--- src/logic/pwc_pkg.sv ---
// Package: register map, field layout, reset values, timing counts.
// Assumes a 20 MHz ref_clk and byte-wide register access.
`default_nettype none
package pwc_pkg;
    // ****************************************************
    // Register offsets
    // ****************************************************
    localparam logic [6:0] PIN_FUNCTION_CONFIG_OFS = 7'h17;
    localparam logic [6:0] CHANNEL1_DUTY_OFS       = 7'h18;
    localparam logic [6:0] CHANNEL2_DUTY_OFS       = 7'h19;
    localparam logic [6:0] CHANNEL_RATE_SELECT_OFS = 7'h1C;
    localparam logic [7:0] REG_RESET_VAL           = 8'h00;
    // ****************************************************
    // Field positions
    // ****************************************************
    localparam int FAIL_DUTY_LSB = 6;
    localparam int PIN2_MODE_LSB = 3;
    localparam int PIN1_MODE_LSB = 0;
    localparam int CH1_RATE_BIT  = 0;
    localparam int CH2_RATE_BIT  = 2;
    localparam logic [7:0] RATE_WRITE_MASK = 8'h05;
    // ****************************************************
    // Pin modes
    // ****************************************************
    typedef enum logic [2:0] {
        PWC_MODE_OFF  = 3'h4,
        PWC_MODE_WAKE = 3'h5,
        PWC_MODE_LOW  = 3'h6,
        PWC_MODE_HIGH = 3'h7
    } pwc_mode_t;
    typedef struct packed {
        logic       wr_en;
        logic [6:0] addr;
        logic [7:0] wdata;
    } pwc_wr_t;
    typedef struct packed {
        logic fail_out;
        logic wake_in;
        logic low_on;
        logic high_on;
    } pwc_pin_t;
    // ****************************************************
    // Timing
    // ****************************************************
    localparam int CLK_HZ         = 20_000_000;
    localparam int WAKE_FILTER_NS = 16_000;
    localparam int WAKE_FILTER_CYC =
        (WAKE_FILTER_NS * (CLK_HZ / 1_000_000) + 999) / 1000;
    localparam int RATE_LOW_HZ  = 200;
    localparam int RATE_HIGH_HZ = 400;
    localparam int STEPS        = 255;
    localparam int TICK_LOW_CYC  = CLK_HZ / (RATE_LOW_HZ * STEPS);
    localparam int TICK_HIGH_CYC = CLK_HZ / (RATE_HIGH_HZ * STEPS);
    // Fail output: 1000 ticks per period, on counts for 20/10/5/2.5 %
    localparam int FAIL_TICK_CYC   = 20_000;
    localparam int FAIL_PERIOD_TK  = 1000;
    localparam int FAIL_ON_20_TK   = 200;
    localparam int FAIL_ON_10_TK   = 100;
    localparam int FAIL_ON_5_TK    = 50;
    localparam int FAIL_ON_2P5_TK  = 25;
endpackage : pwc_pkg
`default_nettype wire

--- src/logic/pwc_hv_pin.sv ---
// One high-voltage pin: mode decode and wake static filter.
// Assumes wake_sync is already synchronised to ref_clk.
`default_nettype none
module pwc_hv_pin #(
    parameter int FILT_CYC = pwc_pkg::WAKE_FILTER_CYC
) (
    input  wire logic       ref_clk,
    input  wire logic       rst,
    input  wire logic [2:0] mode,
    input  wire logic       fail_wave,
    input  wire logic       wake_sync,
    output pwc_pkg::pwc_pin_t pin,
    output logic            wake_level,
    output logic            wake_event
);
    if (FILT_CYC < 1 || FILT_CYC > 1023) begin : g_bad
        $error("pwc_hv_pin: bad filter count");
    end
    logic [9:0] cnt_reg;
    logic       filt_reg;
    logic       evt_reg;
    wire is_fail = ~mode[2];
    wire is_wake = (mode == pwc_pkg::PWC_MODE_WAKE);
    wire differ  = (wake_sync != filt_reg);
    wire settled = differ && (cnt_reg == 10'(FILT_CYC - 1));
    always_ff @(posedge ref_clk or posedge rst) begin
        if (rst) begin
            cnt_reg  <= 10'h000;
            filt_reg <= 1'b0;
            evt_reg  <= 1'b0;
        end else begin
            // Static filter: input must hold for the full time
            cnt_reg  <= (!is_wake || !differ || settled) ? 10'h000
                        : cnt_reg + 10'h001;
            filt_reg <= is_wake ? (settled ? wake_sync : filt_reg)
                        : 1'b0;
            evt_reg  <= is_wake && settled && wake_sync;
        end
    end
    assign pin.fail_out = is_fail & fail_wave;
    assign pin.wake_in  = is_wake;
    assign pin.low_on   = (mode == pwc_pkg::PWC_MODE_LOW);
    assign pin.high_on  = (mode == pwc_pkg::PWC_MODE_HIGH);
    assign wake_level   = filt_reg;
    assign wake_event   = evt_reg;
endmodule : pwc_hv_pin
`default_nettype wire

--- src/logic/pwc_pwm_chan.sv ---
// One 8-bit duty PWM channel with period-aligned updates.
// Assumes duty and rate come from same-clock registers.
`default_nettype none
module pwc_pwm_chan #(
    parameter int LOW_CYC  = pwc_pkg::TICK_LOW_CYC,
    parameter int HIGH_CYC = pwc_pkg::TICK_HIGH_CYC
) (
    input  wire logic       ref_clk,
    input  wire logic       rst,
    input  wire logic [7:0] duty,
    input  wire logic       rate_fast,
    output logic            pwm_out
);
    if (HIGH_CYC < 1 || LOW_CYC < HIGH_CYC || LOW_CYC > 65535) begin : g_bad
        $error("pwc_pwm_chan: bad tick counts");
    end
    logic [15:0] pre_reg;
    logic [7:0]  step_reg;
    logic [7:0]  duty_reg;
    logic        fast_reg;
    logic        out_reg;
    wire  [15:0] pre_max   = fast_reg ? 16'(HIGH_CYC - 1) : 16'(LOW_CYC - 1);
    wire         tick      = (pre_reg >= pre_max);
    wire         period_end = tick && (step_reg == 8'hFE);
    wire  [7:0]  step_next = period_end ? 8'h00 : step_reg + 8'h01;
    // Latch new settings only at period boundary
    wire  [7:0]  duty_next = period_end ? duty : duty_reg;
    wire         fast_next = period_end ? rate_fast : fast_reg;
    // On while step below duty; 255 covers all steps
    wire         on_next   = (step_next < duty_next);
    always_ff @(posedge ref_clk or posedge rst) begin
        if (rst) begin
            pre_reg  <= 16'h0000;
            step_reg <= 8'h00;
            duty_reg <= 8'h00;
            fast_reg <= 1'b0;
            out_reg  <= 1'b0;
        end else begin
            pre_reg <= tick ? 16'h0000 : pre_reg + 16'h0001;
            if (tick) begin
                step_reg <= step_next;
                duty_reg <= duty_next;
                fast_reg <= fast_next;
                out_reg  <= on_next;
            end
        end
    end
    assign pwm_out = out_reg;
endmodule : pwc_pwm_chan
`default_nettype wire

--- src/logic/pwc_top.sv ---
// Top: configuration registers, two PWM channels, two HV pins.
// Assumes a serial front end delivers decoded byte writes on ref_clk.
// Behaviour
// - Bits 7:6 pick fail output 3 duty 20, 10, 5 or 2.5 percent.
// - Pin mode codes: 0-3 fail, 4 off, 5 wake, 6 low, 7 high.
// - Wake input passes a 16 us static filter before an event.
// - Channel 1 duty: 0 off, 255 on, else value/255 on.
// - Channel 2 duty decodes exactly like channel 1.
// - Rate bit 0 picks channel 1 200 Hz or 400 Hz.
// - Rate bit 2 picks channel 2 200 Hz or 400 Hz.
// - Reserved rate bits read zero and ignore writes.
// - Minimum on-time set by switch timing; one step invisible.
// - PWM period comes from the internal system clock.
// - All four registers clear on power-on and soft reset.
`default_nettype none
module pwc_top #(
    parameter int PWM_LOW_CYC  = pwc_pkg::TICK_LOW_CYC,
    parameter int PWM_HIGH_CYC = pwc_pkg::TICK_HIGH_CYC,
    parameter int FAIL_TICK    = pwc_pkg::FAIL_TICK_CYC
) (
    input  wire logic             ref_clk,
    input  wire logic             rst,
    input  wire logic             soft_rst,
    input  wire pwc_pkg::pwc_wr_t wr,
    input  wire logic [6:0]       rd_addr,
    output logic [7:0]            rd_data,
    input  wire logic             pin1_wake_raw,
    input  wire logic             pin2_wake_raw,
    output pwc_pkg::pwc_pin_t     pin1,
    output pwc_pkg::pwc_pin_t     pin2,
    output logic                  fail_output_2,
    output logic                  fail_output_3,
    output logic                  pin1_wake_event,
    output logic                  pin2_wake_event,
    output logic                  pin1_wake_level,
    output logic                  pin2_wake_level,
    output logic                  channel1_pwm,
    output logic                  channel2_pwm
);
    // Fail prescaler is 15 bits wide
    if (FAIL_TICK < 1 || FAIL_TICK > 32768) begin : g_bad_fail
        $error("pwc_top: bad fail tick count");
    end
    // ****************************************************
    // Registers
    // ****************************************************
    logic [7:0] pin_function_config_reg;
    logic [7:0] channel1_duty_reg;
    logic [7:0] channel2_duty_reg;
    logic [7:0] channel_rate_select_reg;
    logic [7:0] rd_data_reg;

    wire we_cfg  = wr.wr_en && (wr.addr == pwc_pkg::PIN_FUNCTION_CONFIG_OFS);
    wire we_d1   = wr.wr_en && (wr.addr == pwc_pkg::CHANNEL1_DUTY_OFS);
    wire we_d2   = wr.wr_en && (wr.addr == pwc_pkg::CHANNEL2_DUTY_OFS);
    wire we_rate = wr.wr_en && (wr.addr == pwc_pkg::CHANNEL_RATE_SELECT_OFS);
    wire [7:0] rate_wdata = wr.wdata & pwc_pkg::RATE_WRITE_MASK;

    always_ff @(posedge ref_clk or posedge rst) begin
        if (rst) begin
            pin_function_config_reg <= pwc_pkg::REG_RESET_VAL;
            channel1_duty_reg       <= pwc_pkg::REG_RESET_VAL;
            channel2_duty_reg       <= pwc_pkg::REG_RESET_VAL;
            channel_rate_select_reg <= pwc_pkg::REG_RESET_VAL;
        end else if (soft_rst) begin
            pin_function_config_reg <= pwc_pkg::REG_RESET_VAL;
            channel1_duty_reg       <= pwc_pkg::REG_RESET_VAL;
            channel2_duty_reg       <= pwc_pkg::REG_RESET_VAL;
            channel_rate_select_reg <= pwc_pkg::REG_RESET_VAL;
        end else begin
            if (we_cfg)  pin_function_config_reg <= wr.wdata;
            if (we_d1)   channel1_duty_reg       <= wr.wdata;
            if (we_d2)   channel2_duty_reg       <= wr.wdata;
            if (we_rate) channel_rate_select_reg <= rate_wdata;
        end
    end

    // ****************************************************
    // Read back
    // ****************************************************
    logic [7:0] rd_mux;
    always_comb begin
        unique case (rd_addr)
            pwc_pkg::PIN_FUNCTION_CONFIG_OFS: rd_mux = pin_function_config_reg;
            pwc_pkg::CHANNEL1_DUTY_OFS:       rd_mux = channel1_duty_reg;
            pwc_pkg::CHANNEL2_DUTY_OFS:       rd_mux = channel2_duty_reg;
            pwc_pkg::CHANNEL_RATE_SELECT_OFS: rd_mux = channel_rate_select_reg;
            default:                          rd_mux = 8'h00;
        endcase
    end
    always_ff @(posedge ref_clk or posedge rst) begin
        if (rst) rd_data_reg <= 8'h00;
        else     rd_data_reg <= rd_mux;
    end
    assign rd_data = rd_data_reg;

    // ****************************************************
    // Field decode
    // ****************************************************
    wire [1:0] fail_out_duty_sel =
        pin_function_config_reg[pwc_pkg::FAIL_DUTY_LSB +: 2];
    wire [2:0] hv_pin1_mode =
        pin_function_config_reg[pwc_pkg::PIN1_MODE_LSB +: 3];
    wire [2:0] hv_pin2_mode =
        pin_function_config_reg[pwc_pkg::PIN2_MODE_LSB +: 3];
    wire       channel1_rate_sel =
        channel_rate_select_reg[pwc_pkg::CH1_RATE_BIT];
    wire       channel2_rate_sel =
        channel_rate_select_reg[pwc_pkg::CH2_RATE_BIT];

    // ****************************************************
    // Fail output waveforms
    // ****************************************************
    function automatic logic [9:0] fail_on_ticks(input logic [1:0] sel);
        unique case (sel)
            2'h0: fail_on_ticks = 10'(pwc_pkg::FAIL_ON_20_TK);
            2'h1: fail_on_ticks = 10'(pwc_pkg::FAIL_ON_10_TK);
            2'h2: fail_on_ticks = 10'(pwc_pkg::FAIL_ON_5_TK);
            2'h3: fail_on_ticks = 10'(pwc_pkg::FAIL_ON_2P5_TK);
        endcase
    endfunction : fail_on_ticks

    logic [14:0] fpre_reg;
    logic [9:0]  fstep_reg;
    logic        f3_reg;
    logic        f2_reg;
    wire ftick   = (fpre_reg == 15'(FAIL_TICK - 1));
    wire fwrap   = ftick && (fstep_reg == 10'(pwc_pkg::FAIL_PERIOD_TK - 1));
    wire [9:0] fstep_next = fwrap ? 10'h000 : fstep_reg + 10'h001;
    wire [9:0] f3_on = fail_on_ticks(fail_out_duty_sel);
    // Fail output 2 runs at a fixed half duty
    wire [9:0] f2_on = 10'(pwc_pkg::FAIL_PERIOD_TK / 2);
    always_ff @(posedge ref_clk or posedge rst) begin
        if (rst) begin
            fpre_reg  <= 15'h0000;
            fstep_reg <= 10'h000;
            f3_reg    <= 1'b0;
            f2_reg    <= 1'b0;
        end else begin
            fpre_reg <= ftick ? 15'h0000 : fpre_reg + 15'h0001;
            if (ftick) begin
                fstep_reg <= fstep_next;
                f3_reg    <= (fstep_next < f3_on);
                f2_reg    <= (fstep_next < f2_on);
            end
        end
    end
    assign fail_output_2 = f2_reg;
    assign fail_output_3 = f3_reg;

    // ****************************************************
    // Wake input synchronisers
    // ****************************************************
    logic [1:0] w1_sync_reg;
    logic [1:0] w2_sync_reg;
    always_ff @(posedge ref_clk or posedge rst) begin
        if (rst) begin
            w1_sync_reg <= 2'h0;
            w2_sync_reg <= 2'h0;
        end else begin
            w1_sync_reg <= {w1_sync_reg[0], pin1_wake_raw};
            w2_sync_reg <= {w2_sync_reg[0], pin2_wake_raw};
        end
    end

    // ****************************************************
    // Sub-blocks
    // ****************************************************
    // Pin 1 hosts fail output 2, pin 2 fail output 3
    pwc_hv_pin u_pin1 (
        .ref_clk    (ref_clk),
        .rst        (rst),
        .mode       (hv_pin1_mode),
        .fail_wave  (f2_reg),
        .wake_sync  (w1_sync_reg[1]),
        .pin        (pin1),
        .wake_level (pin1_wake_level),
        .wake_event (pin1_wake_event)
    );
    pwc_hv_pin u_pin2 (
        .ref_clk    (ref_clk),
        .rst        (rst),
        .mode       (hv_pin2_mode),
        .fail_wave  (f3_reg),
        .wake_sync  (w2_sync_reg[1]),
        .pin        (pin2),
        .wake_level (pin2_wake_level),
        .wake_event (pin2_wake_event)
    );
    // One-step pulses are produced; the switch swallows them
    pwc_pwm_chan #(
        .LOW_CYC  (PWM_LOW_CYC),
        .HIGH_CYC (PWM_HIGH_CYC)
    ) u_ch1 (
        .ref_clk   (ref_clk),
        .rst       (rst),
        .duty      (channel1_duty_reg),
        .rate_fast (channel1_rate_sel),
        .pwm_out   (channel1_pwm)
    );
    pwc_pwm_chan #(
        .LOW_CYC  (PWM_LOW_CYC),
        .HIGH_CYC (PWM_HIGH_CYC)
    ) u_ch2 (
        .ref_clk   (ref_clk),
        .rst       (rst),
        .duty      (channel2_duty_reg),
        .rate_fast (channel2_rate_sel),
        .pwm_out   (channel2_pwm)
    );
endmodule : pwc_top
`default_nettype wire

--- config.mk ---
export PLATFORM = sky130hd
export DESIGN_NAME = pwc_top
export DESIGN_NICKNAME = d
export VERILOG_FILES = /design/src/logic/pwc_pkg.sv /design/src/logic/pwc_hv_pin.sv /design/src/logic/pwc_pwm_chan.sv /design/src/logic/pwc_top.sv
export SDC_FILE = /design/constraint.sdc
export NUM_CORES = 1
export LEC_CHECK = 0
export ABC_AREA = 1
export BUFFER_PORTS_ARGS = -buffer_cell sky130_fd_sc_hd__buf_2
export CAP_MARGIN = 20
export CORE_UTILIZATION = 40
export DETAILED_ROUTE_END_ITERATION = 10
export PLACE_DENSITY = 0.62
export SETUP_SLACK_MARGIN = 0.1
export SKIP_CTS_REPAIR_TIMING = 1
export SLEW_MARGIN = 10
export SYNTH_ARGS = -nofsm -noshare
export SYNTH_HDL_FRONTEND = slang
export SYNTH_SLANG_ARGS = --single-unit
export TNS_END_PERCENT = 20
--- constraint.sdc ---
create_clock -name ref_clk -period 7.05 [get_ports ref_clk]
set_input_delay 1.41 -clock ref_clk [delete_from_list [all_inputs] [get_ports ref_clk]]
set_output_delay 1.41 -clock ref_clk [all_outputs]
set_load 0.01 [all_outputs]
==> run_results.csv <==
group,metric,value,unit
place,placedInstanceArea,8533,sq um
clocking,path_clk_slew,60,ps
yosys,avgSynthCellArea,8.464,sq um
critical_path,crit_top_cell,"nand2_1",
floorplanning,dieArea,20440,sq um
critical_path,endpoint_kind,"register",
yosys,synth_ff_type,"dfrtp_1",
critical_path,critical-path-top-delay-family,"simple AND/OR/NAND/NOR gates",
yosys,synthesis.area,7948,sq um
sta,worst_pin_slew,821.6,ps
yosys,synth_edf_count,0,
cells_and_area,fin_nets,1078,
cells_and_area,fin_area,9166,sq um
cells_and_area,syn2layout_area_growth,15.33,%
place,port_buffers,51,
route,wire_per_inst,12.54,um
critical_path,cp_max_fo,16,
global_route,grt_first_pass_wirelength,27660,um
cells_and_area,drive_gt1_share,14.40,%
clocking,clock_path_buffers,2,
floorplanning,initial_core_util,40.84,%
cells_and_area,layout.area.seq,3929,sq um
route,drtAntennaViolNets,0,
cells_and_area,final_common_cell,"nand2_1",
clocking,root_buffer,"clkbuf_16",
route,wirelength,16120,um
place,place_hpwl,11860,um
yosys,yosysUniqueCellTypes,44,
yosys,yosys-top-cells-area,"dfrtp_1, nand2_1, ha_1, inv_1, nor2_1",
cells_and_area,most-common-layout-cells,"nand2_1, dfrtp_1, inv_1",
floorplanning,core_area,19460,sq um
yosys,synth_largest_area_cell,"dfrtp_1",
critical_path,slowest_delay,410,ps
sta,min_period,3125,ps
critical_path,cpMaxStageDelayCell,"dfrtp_1",
global_route,grt_usage,17.53,%
route,drt_iter0_markers,253,
yosys,yosysTopAreaCellShare,49.43,%
clocking,cts_tree,"done",
critical_path,cp.arrival,3480,ps
sta,fin_crit_sh,44.33,%
place,place_congestion,0.8609,
route,num_vias,6027,
cells_and_area,multi_input_area,3445,sq um
critical_path,crit_buf_inv,2,
sta,setup_tns,0,ps
yosys,seq_area_frac_synth,49.43,%
route,drt-pass1-iter-count,5,
clocking,insertion_delay,420,ps
sta,hold_violations,0,
critical_path,worstPathRequired,7410,ps
critical_path,crit_chain,"inv_1, ha_1, nand2_1, nor2_1, nor2_1, nand2_1, nand2_1, nand2_2, nand2_2, inv_2, or2_1, o21ai_1, ha_1, a21oi_1, nor2_1, a2111oi_0, nand2_1, nand2_1",
global_route,grt-ovfl-total,0,
clocking,htree_levels,4,
global_route,grt_pass1_vias,5712,
critical_path,crit_type,"register to register",
global_route,antenna_found_initial,1,
sta,fmax,0.3200,GHz
sta,skew,6.989,ps
sta,setup_viol,0,
critical_path,critPathLaunchType,"register",
yosys,ys_async_sr_fraction,100.0,%
cells_and_area,fillers,1886,
route,drc,0,
yosys,synth_warnings,0,
clocking,cts_num_sinks,157,
power,ir_drop,0.1589,mV
hold_path,hold_class,"register to register",
power,p_leak,0.004522,uW
status,run_status,"completed",
run,max_cap_violations,0,
sta,grt_setup_unrepaired,"false",
clocking,cts_made_buffers,17,
floorplanning,io_pins,52,
floorplanning,rows,51,
yosys,syn_inst,939,
route,vias_per_cell,4.687,
floorplanning,dieHeight,143.0,um
power,powerDensity,263.9,nW/um^2
cells_and_area,diodes,0,
floorplanning,die_w,143.0,um
sta,slew_viol_final,0,
global_route,grt_max_degree,95,
yosys,synth-seq-cells,157,
sta,max_slew_margin,45.23,%
[path summary, 6_finish.rpt]
check,slack (ps),endpoint,cells after the start,start
max,3920,u_ch1.pwm_out,18,u_ch1.fast_reg
min,350,w2_sync_reg[1],0,w2_sync_reg[0]
max reg2reg,3920,u_ch1.pwm_out,18,u_ch1.fast_reg
min reg2reg,350,w2_sync_reg[1],0,w2_sync_reg[0]
max in group asynchronous,4550,u_ch2.step_reg[6],3,rst
min in group asynchronous,1170,u_pin2.cnt_reg[4],2,rst
[where the power goes]
part | switching [uW] | internal (uW)
clock network | 359 | 619
registers | 62.2 | 971
logic | 246 | 162
total | 667 | 1750
[cell usage after synthesis (3+ instances only)]
cell and instances:
nor2_2 4, nand3_1 41, nor4_1 8, nand2_1 184, dfrtp_1 157, buf_2 5, nor2_1 100, nor3_2 3
buf_4 3, nand2_2 7, clkbuf_1 6, o21ai_0 38, and2_1 3, nand4_1 10, or2_1 15, ha_1 41
xnor2_1 3, a31oi_1 3, nand3_2 5, nor4_2 5, xor2_1 12, and3_1 3, o2111ai_1 3, a21oi_1 30
inv_1 113, nor3b_1 16, inv_2 30, o211ai_1 7, o21ai_1 43, nor3_1 24
[cell families after synthesis]
group	count (synthesis)	synth area share [%]
and+or+nand+nor	436	25.69
buffers and inverters	159	7.745
DFF	157	49.43
AOI/OAI and AO/OA	130	8.974
adders and majority gates	41	6.455
xor gates and xnor gates	15	1.653
other	1	0.04718
[per-stage QoR]
| stage | total power (uW) | setup slack (ps) | hold slack (ps) | utilization (%) | instances |
|---|---|---|---|---|---|
| final | 2419 | 3925 | 351.0 | 47.10 | 1286 |
| after floorplan | 1350 | 1405 | 331.2 | - | 950 |
| after CTS | 2453 | 3904 | 353.4 | 47.10 | 1286 |
| after global routing | 2579 | 3585 | 358.3 | 47.10 | 1286 |
| after global placement | 1456 | 3991 | 336.2 | 43.84 | 1255 |
| after detailed placement | 1464 | 3948 | 341.1 | 43.84 | 1255 |
[area by class of cell]
class / count / share of cell area (%)
clock buffers: 21 / 5.132
clock inverters: 10 / 1.775
inverters: 145 / 6.006
multi-input cells: 634 / 37.58
flip-flops and latches: 157 / 42.86
well taps: 265 / 3.617
repair buffers: 54 / 3.030
[per-layer routing]
metal	vias up	wire, um	track usage (%)
met5	-	8	0
met4	2	197	5.603
met3	14	654	4.594
met2	72	7258	26.96
met1	2773	8003	23.99
li1	3166	-	-
Power figures use the tool's default switching activity.
